$ cat config.mk
export PLATFORM = sky130hd
export DESIGN_NAME = wmcr_core
export DESIGN_NICKNAME = d
export VERILOG_FILES = /design/src/common/wmcr_pkg.sv /design/src/core/wmcr_core.sv
export SDC_FILE = /design/constraint.sdc
export NUM_CORES = 1
export LEC_CHECK = 0
export ABC_AREA = 1
export BUFFER_PORTS_ARGS = -buffer_cell sky130_fd_sc_hd__buf_4
export CAP_MARGIN = 10
export CORE_UTILIZATION = 36
export DETAILED_ROUTE_END_ITERATION = 12
export PLACE_DENSITY = 0.67
export SLEW_MARGIN = 10
export SYNTH_ARGS = -nofsm -noshare
export SYNTH_HDL_FRONTEND = slang
export SYNTH_SLANG_ARGS = --single-unit
$ cat constraint.sdc
create_clock -name CLOCK -period 3.5 [get_ports CLOCK]
set_input_delay 0.175 -clock CLOCK [delete_from_list [all_inputs] [get_ports CLOCK]]
set_output_delay 0.175 -clock CLOCK [all_outputs]
set_load 0.02 [all_outputs]
$ cat src/common/wmcr_pkg.sv
// Function
// - Control bit 4 enables frame check of received frames; keep it set.
// - Control bit 5 high starts an exchange; software toggles it after scheduled wake.
// - Control bit 6 freezes the chip until the resume pin is asserted.
// - Sleep register: duration in bits 5:0, unit in 7:6 (s, min, h, day).
// - Sel_a codes 0..3 give 0.5, 1, 2, 4 ms in the enable timer.
// - Transmit, receive, turnaround codes 0..3 give 0.125, 0.25, 0.5, 1 ms.
// - Channel dwell codes 0..3 give 5, 10, 20, 40 ms.
// - Failed transaction retried 2, 8, 16 or 63 times, then link error.
// - Peer not found on wake: fallback sleep of 4, 8, 16 or 32 s.
// - Bypass bit 0 set: bits 1..4 drive the four radio enables directly.
// - Payload word limit 24..2560 from 3-bit code; same across the network.
// - Wait-cycle limit in bits 1:0, search retry count in bits 3:2.
// - Strength bypass set: 4-bit channel override indexes the channel table.
// - Link bit 5 enables drift correction, bit 6 enables bitstream capture.
// - Memory split code: 00/11 32/32kB, 01 16/48kB, 10 48/16kB.
// - Preamble length 40, 80, 120 or 160 bits by 2-bit code.
// - Frame-control enable and mode lengths 0, 10, 20 symbols, code 3 unlimited.
// - Ready retime delay 0/10/20/40, update period 10/20/40/80 symbols.
// - Ready active length 1, 2, 4 update periods, code 3 unlimited.
// - Memory word count 14 bits over two registers; bytes = words * 11 / 8.
// - Tuning bit 0 disables talk-check, bit 2 transfer timeout, bit 1 auto address.
// - Tuning bit 3 busy timeout link error, bit 6 freeze, bit 4 no parity check.
// - Tuning bit 7 clear: sleep 512/256 ms after wake; bit 5 uses fallback time.
// - Control bit 3 enables the controller; low holds its key signals reset.
package wmcr_pkg;
  // ****************************************
  // clock and timing
  // ****************************************
  localparam int unsigned CLK_MHZ = 40;
  localparam int unsigned SYNTH_BASE_US = 500;
  localparam int unsigned SETTLE_BASE_US = 125;
  localparam int unsigned DWELL_BASE_MS = 5;
  localparam int unsigned SYNTH_BASE_CYC = SYNTH_BASE_US * CLK_MHZ;
  localparam int unsigned SETTLE_BASE_CYC = SETTLE_BASE_US * CLK_MHZ;
  localparam int unsigned DWELL_BASE_CYC = DWELL_BASE_MS * 1000 * CLK_MHZ;
  localparam int unsigned CNT_W = 21;
  localparam logic [9:0] WAKE_TO_BASE_MS = 10'h200;
  localparam logic [9:0] WAKE_TO_TARGET_MS = 10'h100;

  // ****************************************
  // register indices (byte address = 4 * index)
  // ****************************************
  localparam logic [7:0] IDX_CTRL = 8'hD4;
  localparam logic [7:0] IDX_SLEEP = 8'hD5;
  localparam logic [7:0] IDX_RADIO = 8'hD6;
  localparam logic [7:0] IDX_DWELL = 8'hDC;
  localparam logic [7:0] IDX_BYPASS = 8'hDD;
  localparam logic [7:0] IDX_SEARCH = 8'hDE;
  localparam logic [7:0] IDX_CHAN = 8'hDF;
  localparam logic [7:0] IDX_PRE = 8'hEC;
  localparam logic [7:0] IDX_READY = 8'hED;
  localparam logic [7:0] IDX_MWL = 8'hEE;
  localparam logic [7:0] IDX_MWH = 8'hEF;
  localparam logic [7:0] IDX_TUNE = 8'hF1;
  localparam int unsigned NUM_REGS = 12;
  localparam logic [7:0] REG_RST = 8'h00;

  // writable bits per register; the rest is reserved
  localparam logic [7:0] MASK_CTRL = 8'h78;
  localparam logic [7:0] MASK_DWELL = 8'hFC;
  localparam logic [7:0] MASK_CHAN = 8'h3F;
  localparam logic [7:0] MASK_READY = 8'h0F;
  localparam logic [7:0] MASK_MWH = 8'h3F;
  localparam logic [7:0] MASK_FULL = 8'hFF;

  // ****************************************
  // field positions
  // ****************************************
  localparam int unsigned CTRL_ON_BIT = 3;
  localparam int unsigned CTRL_CRC_BIT = 4;
  localparam int unsigned CTRL_START_BIT = 5;
  localparam int unsigned CTRL_HIB_BIT = 6;
  localparam int unsigned TWO_BIT_LSB0 = 0;
  localparam int unsigned TWO_BIT_LSB1 = 2;
  localparam int unsigned TWO_BIT_LSB2 = 4;
  localparam int unsigned TWO_BIT_LSB3 = 6;
  localparam int unsigned PAYLOAD_LSB = 5;
  localparam int unsigned SEARCH_STRENGTH_BIT = 4;
  localparam int unsigned SEARCH_DRIFT_BIT = 5;
  localparam int unsigned SEARCH_STREAM_BIT = 6;

  // ****************************************
  // decoded configuration carried to the controller
  // ****************************************
  typedef struct packed {
    logic frame_check_enable;
    logic begin_exchange;
    logic controller_on;
    logic [5:0] sleep_value;
    logic [1:0] sleep_unit;
    logic [CNT_W-1:0] channel_wait_cyc;
    logic [5:0] transaction_retry_limit;
    logic [5:0] fallback_s;
    logic controller_bypass;
    logic [11:0] payload_word_limit;
    logic [1:0] wait_cycle_limit;
    logic [1:0] search_retry_count;
    logic strength_select_bypass;
    logic [3:0] channel_override;
    logic drift_correction_en;
    logic bitstream_capture_en;
    logic [6:0] code_kb;
    logic [6:0] data_kb;
    logic [7:0] preamble_bits;
    logic [4:0] frame_ctrl_enable_len;
    logic frame_ctrl_enable_unlim;
    logic [4:0] frame_ctrl_mode_len;
    logic frame_ctrl_mode_unlim;
    logic [5:0] ready_retime_delay;
    logic [6:0] ready_update_period;
    logic [2:0] ready_active_length;
    logic ready_active_unlim;
    logic [13:0] memory_word_count;
    logic [14:0] memory_byte_count;
    logic lbt_disable;
    logic wake_addr_manual;
    logic trx_timeout_disable;
    logic busy_link_error;
    logic parity_check_disable;
    logic wake_use_fallback;
    logic lbt_freeze;
    logic wake_timeout_en;
    logic [9:0] wake_timeout_ms;
  } wmcr_cfg_t;
endpackage : wmcr_pkg

$ cat src/core/wmcr_core.sv
// Register access over Avalon-MM is this design's own decision.
`timescale 1ns/1ps
module wmcr_core #(
  parameter int unsigned SYNTH_BASE_CYC = wmcr_pkg::SYNTH_BASE_CYC,
  parameter int unsigned SETTLE_BASE_CYC = wmcr_pkg::SETTLE_BASE_CYC,
  parameter int unsigned DWELL_BASE_CYC = wmcr_pkg::DWELL_BASE_CYC,
  parameter bit IS_BASE_STATION = 1'b1
) (
  input wire logic CLOCK,
  input wire logic RST_N,
  input wire logic [9:0] ADDRESS,
  input wire logic READ,
  input wire logic WRITE,
  input wire logic [3:0] BYTEENABLE,
  input wire logic [31:0] WRITEDATA,
  output logic [31:0] READDATA,
  output logic WAITREQUEST,
  input wire logic RESUME_PIN,
  input wire logic RADIO_TX_REQ,
  input wire logic RADIO_RX_REQ,
  input wire logic TRANS_FAIL,
  input wire logic TRANS_OK,
  output logic FREEZE,
  output logic LINK_ERROR,
  output logic SYNTH_ON,
  output logic TRANSMIT_ON,
  output logic RECEIVE_ON,
  output logic FREQ_BLOCK_ON,
  output wmcr_pkg::wmcr_cfg_t CFG
);
  localparam int unsigned W = wmcr_pkg::CNT_W;

  typedef enum logic [1:0] {
    RT_IDLE = 2'b00,
    RT_SYNTH = 2'b01,
    RT_SETTLE = 2'b10,
    RT_ON = 2'b11
  } wmcr_rt_t;

  // ****************************************
  // helpers
  // ****************************************
  function automatic logic [4:0] slot_of(input logic [7:0] idx);
    unique case (idx)
      wmcr_pkg::IDX_CTRL: slot_of = 5'h10;
      wmcr_pkg::IDX_SLEEP: slot_of = 5'h11;
      wmcr_pkg::IDX_RADIO: slot_of = 5'h12;
      wmcr_pkg::IDX_DWELL: slot_of = 5'h13;
      wmcr_pkg::IDX_BYPASS: slot_of = 5'h14;
      wmcr_pkg::IDX_SEARCH: slot_of = 5'h15;
      wmcr_pkg::IDX_CHAN: slot_of = 5'h16;
      wmcr_pkg::IDX_PRE: slot_of = 5'h17;
      wmcr_pkg::IDX_READY: slot_of = 5'h18;
      wmcr_pkg::IDX_MWL: slot_of = 5'h19;
      wmcr_pkg::IDX_MWH: slot_of = 5'h1A;
      wmcr_pkg::IDX_TUNE: slot_of = 5'h1B;
      default: slot_of = 5'h00; // bit 4 low marks an unmapped address
    endcase
  endfunction : slot_of

  function automatic logic [7:0] mask_of(input logic [3:0] slot);
    unique case (slot)
      4'h0: mask_of = wmcr_pkg::MASK_CTRL;
      4'h3: mask_of = wmcr_pkg::MASK_DWELL;
      4'h6: mask_of = wmcr_pkg::MASK_CHAN;
      4'h8: mask_of = wmcr_pkg::MASK_READY;
      4'hA: mask_of = wmcr_pkg::MASK_MWH;
      default: mask_of = wmcr_pkg::MASK_FULL;
    endcase
  endfunction : mask_of

  // radio timer stage counts double per code step
  function automatic logic [W-1:0] stage_cyc(input int unsigned base, input logic [1:0] code);
    stage_cyc = W'(base << code) - 21'h000001;
  endfunction : stage_cyc

  function automatic logic [1:0] fld2(input logic [7:0] r, input int unsigned lsb);
    fld2 = r[lsb +: 2];
  endfunction : fld2

  // ****************************************
  // bus slave and register file
  // ****************************************
  logic [7:0] regs_ff [wmcr_pkg::NUM_REGS];
  logic ack_ff;
  logic [31:0] rdata_ff;
  logic [4:0] dec;
  logic [3:0] slot;
  logic hit;
  logic wr_commit;
  logic [7:0] nxt_reg;
  logic resume_s1_ff;
  logic resume_s2_ff;
  logic hib_set;

  assign dec = slot_of(ADDRESS[9:2]);
  assign hit = dec[4];
  assign slot = dec[3:0];
  // one wait state on every access keeps read data registered
  assign WAITREQUEST = (READ | WRITE) & ~ack_ff;
  assign wr_commit = WRITE & ~WAITREQUEST & BYTEENABLE[0] & hit;
  assign READDATA = rdata_ff;
  // hibernate cannot be cleared by software, only by the resume pin
  assign nxt_reg = (WRITEDATA[7:0] & mask_of(slot)) |
                   ((slot == 4'h0) ? (regs_ff[0] & 8'h40) : 8'h00);
  assign hib_set = wr_commit && (slot == 4'h0) && WRITEDATA[wmcr_pkg::CTRL_HIB_BIT];

  // wait-state generator
  always_ff @(posedge CLOCK or negedge RST_N) begin
    if (!RST_N) begin
      ack_ff <= 1'b0;
    end else begin
      ack_ff <= (READ | WRITE) & ~ack_ff;
    end
  end

  // read data captured one edge after the request; unmapped reads give zero
  always_ff @(posedge CLOCK or negedge RST_N) begin
    if (!RST_N) begin
      rdata_ff <= 32'h00000000;
    end else if (READ && !ack_ff) begin
      rdata_ff <= hit ? {24'h000000, regs_ff[slot]} : 32'h00000000;
    end
  end

  // resume pin is asynchronous to the bus clock
  always_ff @(posedge CLOCK or negedge RST_N) begin
    if (!RST_N) begin
      resume_s1_ff <= 1'b0;
      resume_s2_ff <= 1'b0;
    end else begin
      resume_s1_ff <= RESUME_PIN;
      resume_s2_ff <= resume_s1_ff;
    end
  end

  // register storage; a hibernate write in the resume cycle wins
  always_ff @(posedge CLOCK or negedge RST_N) begin
    if (!RST_N) begin
      for (int i = 0; i < wmcr_pkg::NUM_REGS; i++) begin
        regs_ff[i] <= wmcr_pkg::REG_RST;
      end
    end else begin
      if (wr_commit) begin
        regs_ff[slot] <= nxt_reg;
      end
      if (resume_s2_ff && !hib_set) begin
        regs_ff[0][wmcr_pkg::CTRL_HIB_BIT] <= 1'b0;
      end
    end
  end

  assign FREEZE = regs_ff[0][wmcr_pkg::CTRL_HIB_BIT];

  // ****************************************
  // configuration decode
  // ****************************************
  wmcr_pkg::wmcr_cfg_t cfg_ff;
  wmcr_pkg::wmcr_cfg_t nxt_cfg;
  logic on;
  logic [13:0] words;

  assign on = regs_ff[0][wmcr_pkg::CTRL_ON_BIT];
  assign words = {regs_ff[10][5:0], regs_ff[9]};

  always_comb begin
    nxt_cfg = '0;
    nxt_cfg.controller_on = on;
    nxt_cfg.frame_check_enable = regs_ff[0][wmcr_pkg::CTRL_CRC_BIT];
    nxt_cfg.begin_exchange = on & regs_ff[0][wmcr_pkg::CTRL_START_BIT];
    nxt_cfg.sleep_value = regs_ff[1][5:0];
    nxt_cfg.sleep_unit = fld2(regs_ff[1], wmcr_pkg::TWO_BIT_LSB3);
    nxt_cfg.channel_wait_cyc =
      W'(DWELL_BASE_CYC << fld2(regs_ff[3], wmcr_pkg::TWO_BIT_LSB1));
    unique case (fld2(regs_ff[3], wmcr_pkg::TWO_BIT_LSB2))
      2'h0: nxt_cfg.transaction_retry_limit = 6'h02;
      2'h1: nxt_cfg.transaction_retry_limit = 6'h08;
      2'h2: nxt_cfg.transaction_retry_limit = 6'h10;
      2'h3: nxt_cfg.transaction_retry_limit = 6'h3F;
    endcase
    nxt_cfg.fallback_s = 6'h04 << fld2(regs_ff[3], wmcr_pkg::TWO_BIT_LSB3);
    nxt_cfg.controller_bypass = regs_ff[4][0];
    // 24 and 80 words seed the two doubling series of the payload limit
    unique case (regs_ff[4][wmcr_pkg::PAYLOAD_LSB +: 3])
      3'h0: nxt_cfg.payload_word_limit = 12'h018;
      3'h1: nxt_cfg.payload_word_limit = 12'h030;
      default: nxt_cfg.payload_word_limit =
        12'h050 << (regs_ff[4][wmcr_pkg::PAYLOAD_LSB +: 3] - 3'h2);
    endcase
    nxt_cfg.wait_cycle_limit = fld2(regs_ff[5], wmcr_pkg::TWO_BIT_LSB0);
    nxt_cfg.search_retry_count = fld2(regs_ff[5], wmcr_pkg::TWO_BIT_LSB1);
    nxt_cfg.strength_select_bypass = regs_ff[5][wmcr_pkg::SEARCH_STRENGTH_BIT];
    nxt_cfg.channel_override = regs_ff[6][3:0];
    nxt_cfg.drift_correction_en = regs_ff[5][wmcr_pkg::SEARCH_DRIFT_BIT];
    nxt_cfg.bitstream_capture_en = regs_ff[5][wmcr_pkg::SEARCH_STREAM_BIT];
    unique case (fld2(regs_ff[6], wmcr_pkg::TWO_BIT_LSB2))
      2'h1: {nxt_cfg.code_kb, nxt_cfg.data_kb} = {7'h10, 7'h30};
      2'h2: {nxt_cfg.code_kb, nxt_cfg.data_kb} = {7'h30, 7'h10};
      default: {nxt_cfg.code_kb, nxt_cfg.data_kb} = {7'h20, 7'h20};
    endcase
    nxt_cfg.preamble_bits =
      8'h28 * ({6'h00, fld2(regs_ff[7], wmcr_pkg::TWO_BIT_LSB0)} + 8'h01);
    nxt_cfg.frame_ctrl_enable_len = 5'h0A * {3'h0, fld2(regs_ff[7], wmcr_pkg::TWO_BIT_LSB1)};
    nxt_cfg.frame_ctrl_enable_unlim = &fld2(regs_ff[7], wmcr_pkg::TWO_BIT_LSB1);
    nxt_cfg.frame_ctrl_mode_len = 5'h0A * {3'h0, fld2(regs_ff[7], wmcr_pkg::TWO_BIT_LSB2)};
    nxt_cfg.frame_ctrl_mode_unlim = &fld2(regs_ff[7], wmcr_pkg::TWO_BIT_LSB2);
    if (nxt_cfg.frame_ctrl_enable_unlim) begin
      nxt_cfg.frame_ctrl_enable_len = 5'h00;
    end
    if (nxt_cfg.frame_ctrl_mode_unlim) begin
      nxt_cfg.frame_ctrl_mode_len = 5'h00;
    end
    // retime delay is 0 for code 0, else 10 doubled per step
    nxt_cfg.ready_retime_delay = (fld2(regs_ff[7], wmcr_pkg::TWO_BIT_LSB3) == 2'h0) ? 6'h00 :
      6'h05 << fld2(regs_ff[7], wmcr_pkg::TWO_BIT_LSB3);
    nxt_cfg.ready_update_period =
      7'h0A << fld2(regs_ff[8], wmcr_pkg::TWO_BIT_LSB1);
    nxt_cfg.ready_active_unlim = &fld2(regs_ff[8], wmcr_pkg::TWO_BIT_LSB0);
    nxt_cfg.ready_active_length = nxt_cfg.ready_active_unlim ? 3'h0 :
      3'h1 << fld2(regs_ff[8], wmcr_pkg::TWO_BIT_LSB0);
    nxt_cfg.memory_word_count = words;
    nxt_cfg.memory_byte_count = 15'(({4'h0, words} * 18'h0000B) >> 3);
    nxt_cfg.lbt_disable = regs_ff[11][0];
    nxt_cfg.wake_addr_manual = regs_ff[11][1];
    nxt_cfg.trx_timeout_disable = regs_ff[11][2];
    nxt_cfg.busy_link_error = regs_ff[11][3];
    nxt_cfg.parity_check_disable = regs_ff[11][4];
    nxt_cfg.wake_use_fallback = regs_ff[11][5];
    nxt_cfg.lbt_freeze = regs_ff[11][6];
    nxt_cfg.wake_timeout_en = ~regs_ff[11][7];
    nxt_cfg.wake_timeout_ms = IS_BASE_STATION ? wmcr_pkg::WAKE_TO_BASE_MS :
                              wmcr_pkg::WAKE_TO_TARGET_MS;
  end

  // decoded view is registered so the controller sees flop outputs
  always_ff @(posedge CLOCK or negedge RST_N) begin
    if (!RST_N) begin
      cfg_ff <= '0;
    end else begin
      cfg_ff <= nxt_cfg;
    end
  end

  assign CFG = cfg_ff;

  // ****************************************
  // transaction retry counter
  // ****************************************
  logic [5:0] fail_cnt_ff;
  logic link_err_ff;
  logic give_up;

  assign give_up = on && TRANS_FAIL && !TRANS_OK &&
                   (fail_cnt_ff == cfg_ff.transaction_retry_limit);

  // held clear while the controller is off; a success restarts the count
  always_ff @(posedge CLOCK or negedge RST_N) begin
    if (!RST_N) begin
      fail_cnt_ff <= 6'h00;
      link_err_ff <= 1'b0;
    end else begin
      link_err_ff <= give_up;
      if (!on || TRANS_OK || give_up) begin
        fail_cnt_ff <= 6'h00;
      end else if (TRANS_FAIL) begin
        fail_cnt_ff <= fail_cnt_ff + 6'h01;
      end
    end
  end

  assign LINK_ERROR = link_err_ff;

  // ****************************************
  // radio enable timer
  // ****************************************
  wmcr_rt_t rt_state_ff;
  wmcr_rt_t nxt_rt_state;
  logic [W-1:0] rt_cnt_ff;
  logic [W-1:0] nxt_rt_cnt;
  logic rt_tx_ff;
  logic nxt_rt_tx;
  logic [3:0] rf_ff;
  logic [3:0] nxt_rf;
  logic want_tx;
  logic want_any;

  // transmit has priority when both are requested
  assign want_tx = on & ~regs_ff[4][0] & RADIO_TX_REQ;
  assign want_any = on & ~regs_ff[4][0] & (RADIO_TX_REQ | RADIO_RX_REQ);

  always_comb begin
    nxt_rt_state = rt_state_ff;
    nxt_rt_cnt = rt_cnt_ff;
    nxt_rt_tx = rt_tx_ff;
    unique case (rt_state_ff)
      RT_IDLE: begin
        if (want_any) begin
          nxt_rt_state = RT_SYNTH;
          nxt_rt_tx = want_tx;
          nxt_rt_cnt = stage_cyc(SYNTH_BASE_CYC, fld2(regs_ff[2], 0));
        end
      end
      RT_SYNTH: begin
        if (!want_any) begin
          nxt_rt_state = RT_IDLE;
        end else if (rt_cnt_ff == '0) begin
          nxt_rt_state = RT_SETTLE;
          nxt_rt_tx = want_tx;
          nxt_rt_cnt = stage_cyc(SETTLE_BASE_CYC,
            fld2(regs_ff[2], want_tx ? wmcr_pkg::TWO_BIT_LSB1 : wmcr_pkg::TWO_BIT_LSB2));
        end else begin
          nxt_rt_cnt = rt_cnt_ff - 21'h000001;
        end
      end
      RT_SETTLE: begin
        if (!want_any) begin
          nxt_rt_state = RT_IDLE;
        end else if (rt_cnt_ff == '0) begin
          nxt_rt_state = RT_ON;
        end else begin
          nxt_rt_cnt = rt_cnt_ff - 21'h000001;
        end
      end
      RT_ON: begin
        if (!want_any) begin
          nxt_rt_state = RT_IDLE;
        end else if (want_tx != rt_tx_ff) begin
          // direction change keeps the synth running, pays only the turnaround
          nxt_rt_state = RT_SETTLE;
          nxt_rt_tx = want_tx;
          nxt_rt_cnt = stage_cyc(SETTLE_BASE_CYC,
            fld2(regs_ff[2], wmcr_pkg::TWO_BIT_LSB3));
        end
      end
    endcase
  end

  // enables in order {transmit, synth, receive, freq block}, as bypass bits 4..1
  always_comb begin
    if (regs_ff[4][0]) begin
      nxt_rf = regs_ff[4][4:1];
    end else begin
      nxt_rf = {(rt_state_ff == RT_ON) & rt_tx_ff, rt_state_ff != RT_IDLE,
                (rt_state_ff == RT_ON) & ~rt_tx_ff, rt_state_ff != RT_IDLE};
    end
  end

  // timer state and registered enables
  always_ff @(posedge CLOCK or negedge RST_N) begin
    if (!RST_N) begin
      rt_state_ff <= RT_IDLE;
      rt_cnt_ff <= '0;
      rt_tx_ff <= 1'b0;
      rf_ff <= 4'h0;
    end else begin
      rt_state_ff <= nxt_rt_state;
      rt_cnt_ff <= nxt_rt_cnt;
      rt_tx_ff <= nxt_rt_tx;
      rf_ff <= nxt_rf;
    end
  end

  assign {TRANSMIT_ON, SYNTH_ON, RECEIVE_ON, FREQ_BLOCK_ON} = rf_ff;

  // ****************************************
  // assertions
  // ****************************************
  property p_crc_follows;
    @(posedge CLOCK) disable iff (!RST_N)
    (wr_commit && slot == 4'h0) |-> ##2 (CFG.frame_check_enable == $past(WRITEDATA[4], 2));
  endproperty
  a_crc_follows: assert property (p_crc_follows) else $error("frame check bit wrong");

  property p_freeze_hold;
    @(posedge CLOCK) disable iff (!RST_N)
    (FREEZE && !resume_s2_ff) |=> FREEZE;
  endproperty
  a_freeze_hold: assert property (p_freeze_hold) else $error("freeze left early");

  property p_freeze_resume;
    @(posedge CLOCK) disable iff (!RST_N)
    (RESUME_PIN && !WRITE) [*4] |-> !FREEZE;
  endproperty
  a_freeze_resume: assert property (p_freeze_resume) else $error("resume ignored");

  property p_synth_load;
    @(posedge CLOCK) disable iff (!RST_N)
    (rt_state_ff == RT_IDLE && want_any) |=>
      (rt_state_ff == RT_SYNTH && rt_cnt_ff == W'((SYNTH_BASE_CYC << $past(regs_ff[2][1:0])) - 1));
  endproperty
  a_synth_load: assert property (p_synth_load) else $error("sel_a count wrong");

  property p_settle_end;
    @(posedge CLOCK) disable iff (!RST_N)
    (rt_state_ff == RT_SETTLE && rt_cnt_ff == '0 && want_any) |=> ##1
      (TRANSMIT_ON == $past(rt_tx_ff) && RECEIVE_ON == !$past(rt_tx_ff));
  endproperty
  a_settle_end: assert property (p_settle_end) else $error("enable not raised after settle");

  property p_give_up;
    @(posedge CLOCK) disable iff (!RST_N)
    give_up |=> (LINK_ERROR && fail_cnt_ff == 6'h00);
  endproperty
  a_give_up: assert property (p_give_up) else $error("retries not abandoned");

  property p_bypass;
    @(posedge CLOCK) disable iff (!RST_N)
    regs_ff[4][0] |=> ({TRANSMIT_ON, SYNTH_ON, RECEIVE_ON, FREQ_BLOCK_ON} == $past(regs_ff[4][4:1]));
  endproperty
  a_bypass: assert property (p_bypass) else $error("bypass enables wrong");

  property p_payload_max;
    @(posedge CLOCK) disable iff (!RST_N)
    (regs_ff[4][7:5] == 3'h7) |=> (CFG.payload_word_limit == 12'hA00);
  endproperty
  a_payload_max: assert property (p_payload_max) else $error("payload limit wrong");

  property p_bytes;
    @(posedge CLOCK) disable iff (!RST_N)
    ##1 (CFG.memory_byte_count == 15'(({4'h0, $past(words)} * 18'h0000B) >> 3));
  endproperty
  a_bytes: assert property (p_bytes) else $error("byte count wrong");

  property p_off_quiet;
    @(posedge CLOCK) disable iff (!RST_N)
    !on |=> (!LINK_ERROR && !CFG.begin_exchange && fail_cnt_ff == 6'h00);
  endproperty
  a_off_quiet: assert property (p_off_quiet) else $error("activity while controller off");

  property p_wake_timeout;
    @(posedge CLOCK) disable iff (!RST_N)
    regs_ff[11][7] |=> !CFG.wake_timeout_en;
  endproperty
  a_wake_timeout: assert property (p_wake_timeout) else $error("wake timeout not disabled");
endmodule : wmcr_core

==> flow_metrics.py <==
metrics = {
    "status": {
        "status": "finished, final reports clean",
    },
    "synthesis": {
        "mappedNetlistArea_um2": 13500,
        "synth_edf_count": 0,
        "syn_area_per_cell_um2": 8.55,
        "synth_top_cell_area_share_pct": 47.3,
        "synth_mux_area_share_pct": 0.0831,
        "ys_seq_elements": 256,
        "synth-simple-area-share_pct": 22.0,
        "ys_types": 53,
        "synth_compound_area_share_pct": 8.76,
        "synth_seq_area_share_pct": 47.3,
        "postSynth.asyncResetShare_pct": 100,
        "yosys.area.top_type": "dfrtp_1",
        "yosysWarnings": 0,
        "synth_top_family_by_area": "simple AND/OR/NAND/NOR gates",
        "synth_ff_type": "dfrtp_1",
        "synth_xor_area_share_pct": 2.33,
        "synthTopCellsByArea": "dfrtp_1 47%, nand2_1 12%, ha_1 6.3%",
        "synth_adder_area_share_pct": 7.91,
        "postSynthCellCount": 1584,
    },
    "timing": {
        "timing.final.crit_share_pct": 86.9,
        "hold_slack_ps": 63.7,
        "fmax_mhz": 329,
        "final.setup.tns_ps": 0,
        "fin_ws_ps": 460,
        "drv_slew": 0,
        "setup_viol": 0,
        "rsz0062_at_grt": "false",
        "finalCriticalPeriod_ps": 3040,
        "hold_viol_final": 0,
        "max-slew-margin-rel_pct": 32.6,
        "worst_clock_skew_ps": 16.7,
        "tightest_slew_ps": 1010,
    },
    "clock_network": {
        "cts_sinks": 256,
        "h-tree-depth": 1,
        "clkTransAtPathRegs_ps": 60,
        "cts_made_buffers": 29,
        "clk_path_buf_depth": 3,
        "clk_latency_ps": 570,
        "post-cts-setup-buffers": 0,
        "cts-root-buf": "clkbuf_16",
        "cts_tree": "done",
    },
    "layout": {
        "final_nets": 1891,
        "syn2layout_area_growth_pct": 18.4,
        "fin_cells": 2248,
        "utilization_pct": 43.6,
        "fillers": 3645,
        "drive_above_1_share_pct": 17.5,
        "n_antenna_cell": 0,
        "layout_commonest_cell": "nand2_1",
        "fin_area_um2": 16000,
        "final_cell_mix": "433 x nand2_1, 256 x dfrtp_1, 191 x inv_1",
    },
    "pwr": {
        "ir_drop_mv": 0.373,
        "p_leak_nw": 8.33,
        "power.density_nw_per_um2": 522,
        "finalPower_mw": 8.38,
    },
    "global_routing": {
        "grt-ovfl-total": 0,
        "grt_pass1_vias": 10400,
        "grt_usage_pct": 18.7,
        "grt_pass1_wl_um": 56600,
        "grt_max_degree": 118,
        "grt_antenna_before_repair": 0,
    },
    "detailed_routing": {
        "dr.pass1.iters": 7,
        "ant_nets": 0,
        "drt_iter0_markers": 742,
        "post_drt_wl_per_cell_um": 15.6,
        "routed_wl_um": 35100,
        "num_vias": 10600,
        "vias_per_cell": 4.71,
        "drc": 0,
    },
    "floorplan": {
        "die_h_um": 196,
        "die_width_um": 196,
        "io_pins": 260,
        "start_util_pct": 36.8,
        "fp.dieArea_um2": 38400,
        "coreArea_um2": 36800,
        "rows": 70,
    },
    "setup_path": {
        "path_max_fanout": 6,
        "endpoint_kind": "flop",
        "critical_path_arrival_ps": 3550,
        "cp-start-kind": "flop",
        "cp.required_ps": 4010,
        "path_class": "flop to flop",
        "r2r-start": "nxt_cfg[34]$_DFFE_PN0P_",
        "worstSetupStartpoint": "nxt_cfg[34]$_DFFE_PN0P_",
    },
    "placement": {
        "gp_congestion": 0.871,
        "dpl_cell_area_um2": 15000,
        "post-place-ws_ps": 244,
        "place.port_buffers": 168,
        "hpwl_um": 26000,
        "placed_cells": 2184,
    },
    "hold_path": {
        "hold_class": "input pin to flop",
        "hold_start": "RADIO_TX_REQ",
    },
    "flow_run": {
        "drv_cap": 0,
    },
}
-- metal layers --
layer | up-vias | wire (µm) | GRT usage, %
met5 | - | 0 | 0
met4 | 0 | 768 | 4.89
met3 | 57 | 2150 | 3.52
met2 | 313 | 16200 | 29.8
met1 | 5042 | 16000 | 26.0
li1 | 5175 | - | -
-- sequential cells by signal, summed over array words and instances, names as in the netlist --
register	count
ack_ff	1
rt_cnt_ff	21
FREEZE	1
regs_ff	52
rf_ff	4
nxt_cfg	43
fail_cnt_ff	6
resume_s2_ff	1
CFG	114
resume_s1_ff	1
rt_state_ff	2
rt_tx_ff	1
LINK_ERROR	1
READDATA	8
-- critical path, cell delays in order (launching register included) --
cell and delay (ps):
dfrtp_1 450, ha_1 320, inv_1 50, fa_1 490
inv_1 40, ha_1 330, nand2_1 70, o21ai_1 210
a21oi_1 150, o21ai_1 230, a21boi_0 130, buf_4 160
o21ai_0 200, nand2_1 70, nand2_1 60
-- Yosys cell counts, drive strengths merged, types with 3 or more instances --
| cell type | n |
|---|---|
| nand2 | 459 |
| dfrtp | 256 |
| inv | 205 |
| o21ai | 140 |
| nor2 | 121 |
| buf | 103 |
| nand3 | 71 |
| ha | 68 |
| a21oi | 48 |
| xor2 | 23 |
| xnor2 | 13 |
| fa | 11 |
| clkbuf | 8 |
| nor3 | 7 |
| o211ai | 7 |
| nand3b | 5 |
| nand4 | 5 |
| or2 | 5 |
| o221ai | 4 |
| a31oi | 3 |
-- path summary, 6_finish.rpt --
| path | cells after the start | slack, ps | endpoint |
|---|---|---|---|
| max | 14 | 460 | CFG[28]$_DFF_PN0_ |
| min | 3 | 60 | rt_tx_ff$_DFFE_PN0P_ |
| min in group asynchronous | 2 | 250 | rt_cnt_ff[0]$_DFFE_PN0P_ |
| min reg2reg | 0 | 380 | CFG[98]$_DFF_PN0_ |
| max reg2reg | 14 | 460 | CFG[28]$_DFF_PN0_ |
| max in group asynchronous | 3 | 2260 | CFG[46]$_DFF_PN0_ |
-- where the power goes --
group / internal [mW] / switching [mW]
registers: 3.17 / 0.190
clock network: 1.87 / 1.23
logic: 0.644 / 1.27
-- final cells by class --
type	count	area [µm²]	area share [%]
flip-flops and latches	256	6410	39.9
multi-input cells	1071	5800	36.2
repair buffers	192	1490	9.27
clock buffers	43	838	5.23
inverters	207	782	4.88
well taps	468	586	3.65
clock inverters	11	138	0.858
-- what timing repair did --
action                     CTS  global route
setup endpoints to repair    0             2
hold buffers                10             0
gates resized for setup      0             2
hold endpoints to repair   125             0
-- cells by family (layout without fill, tap and decap cells) --
logic type,Yosys count,count (layout)
AO/OA/AOI/OAI,216,216
XOR/XNOR,36,36
adder cells (fa/ha/maj),79,79
buffers and inverters,318,453
flip-flops,256,256
multiplexers,1,1
other,2,63
AND/OR/NAND/NOR,676,676
No activity file was read; power rests on OpenSTA's default activity.
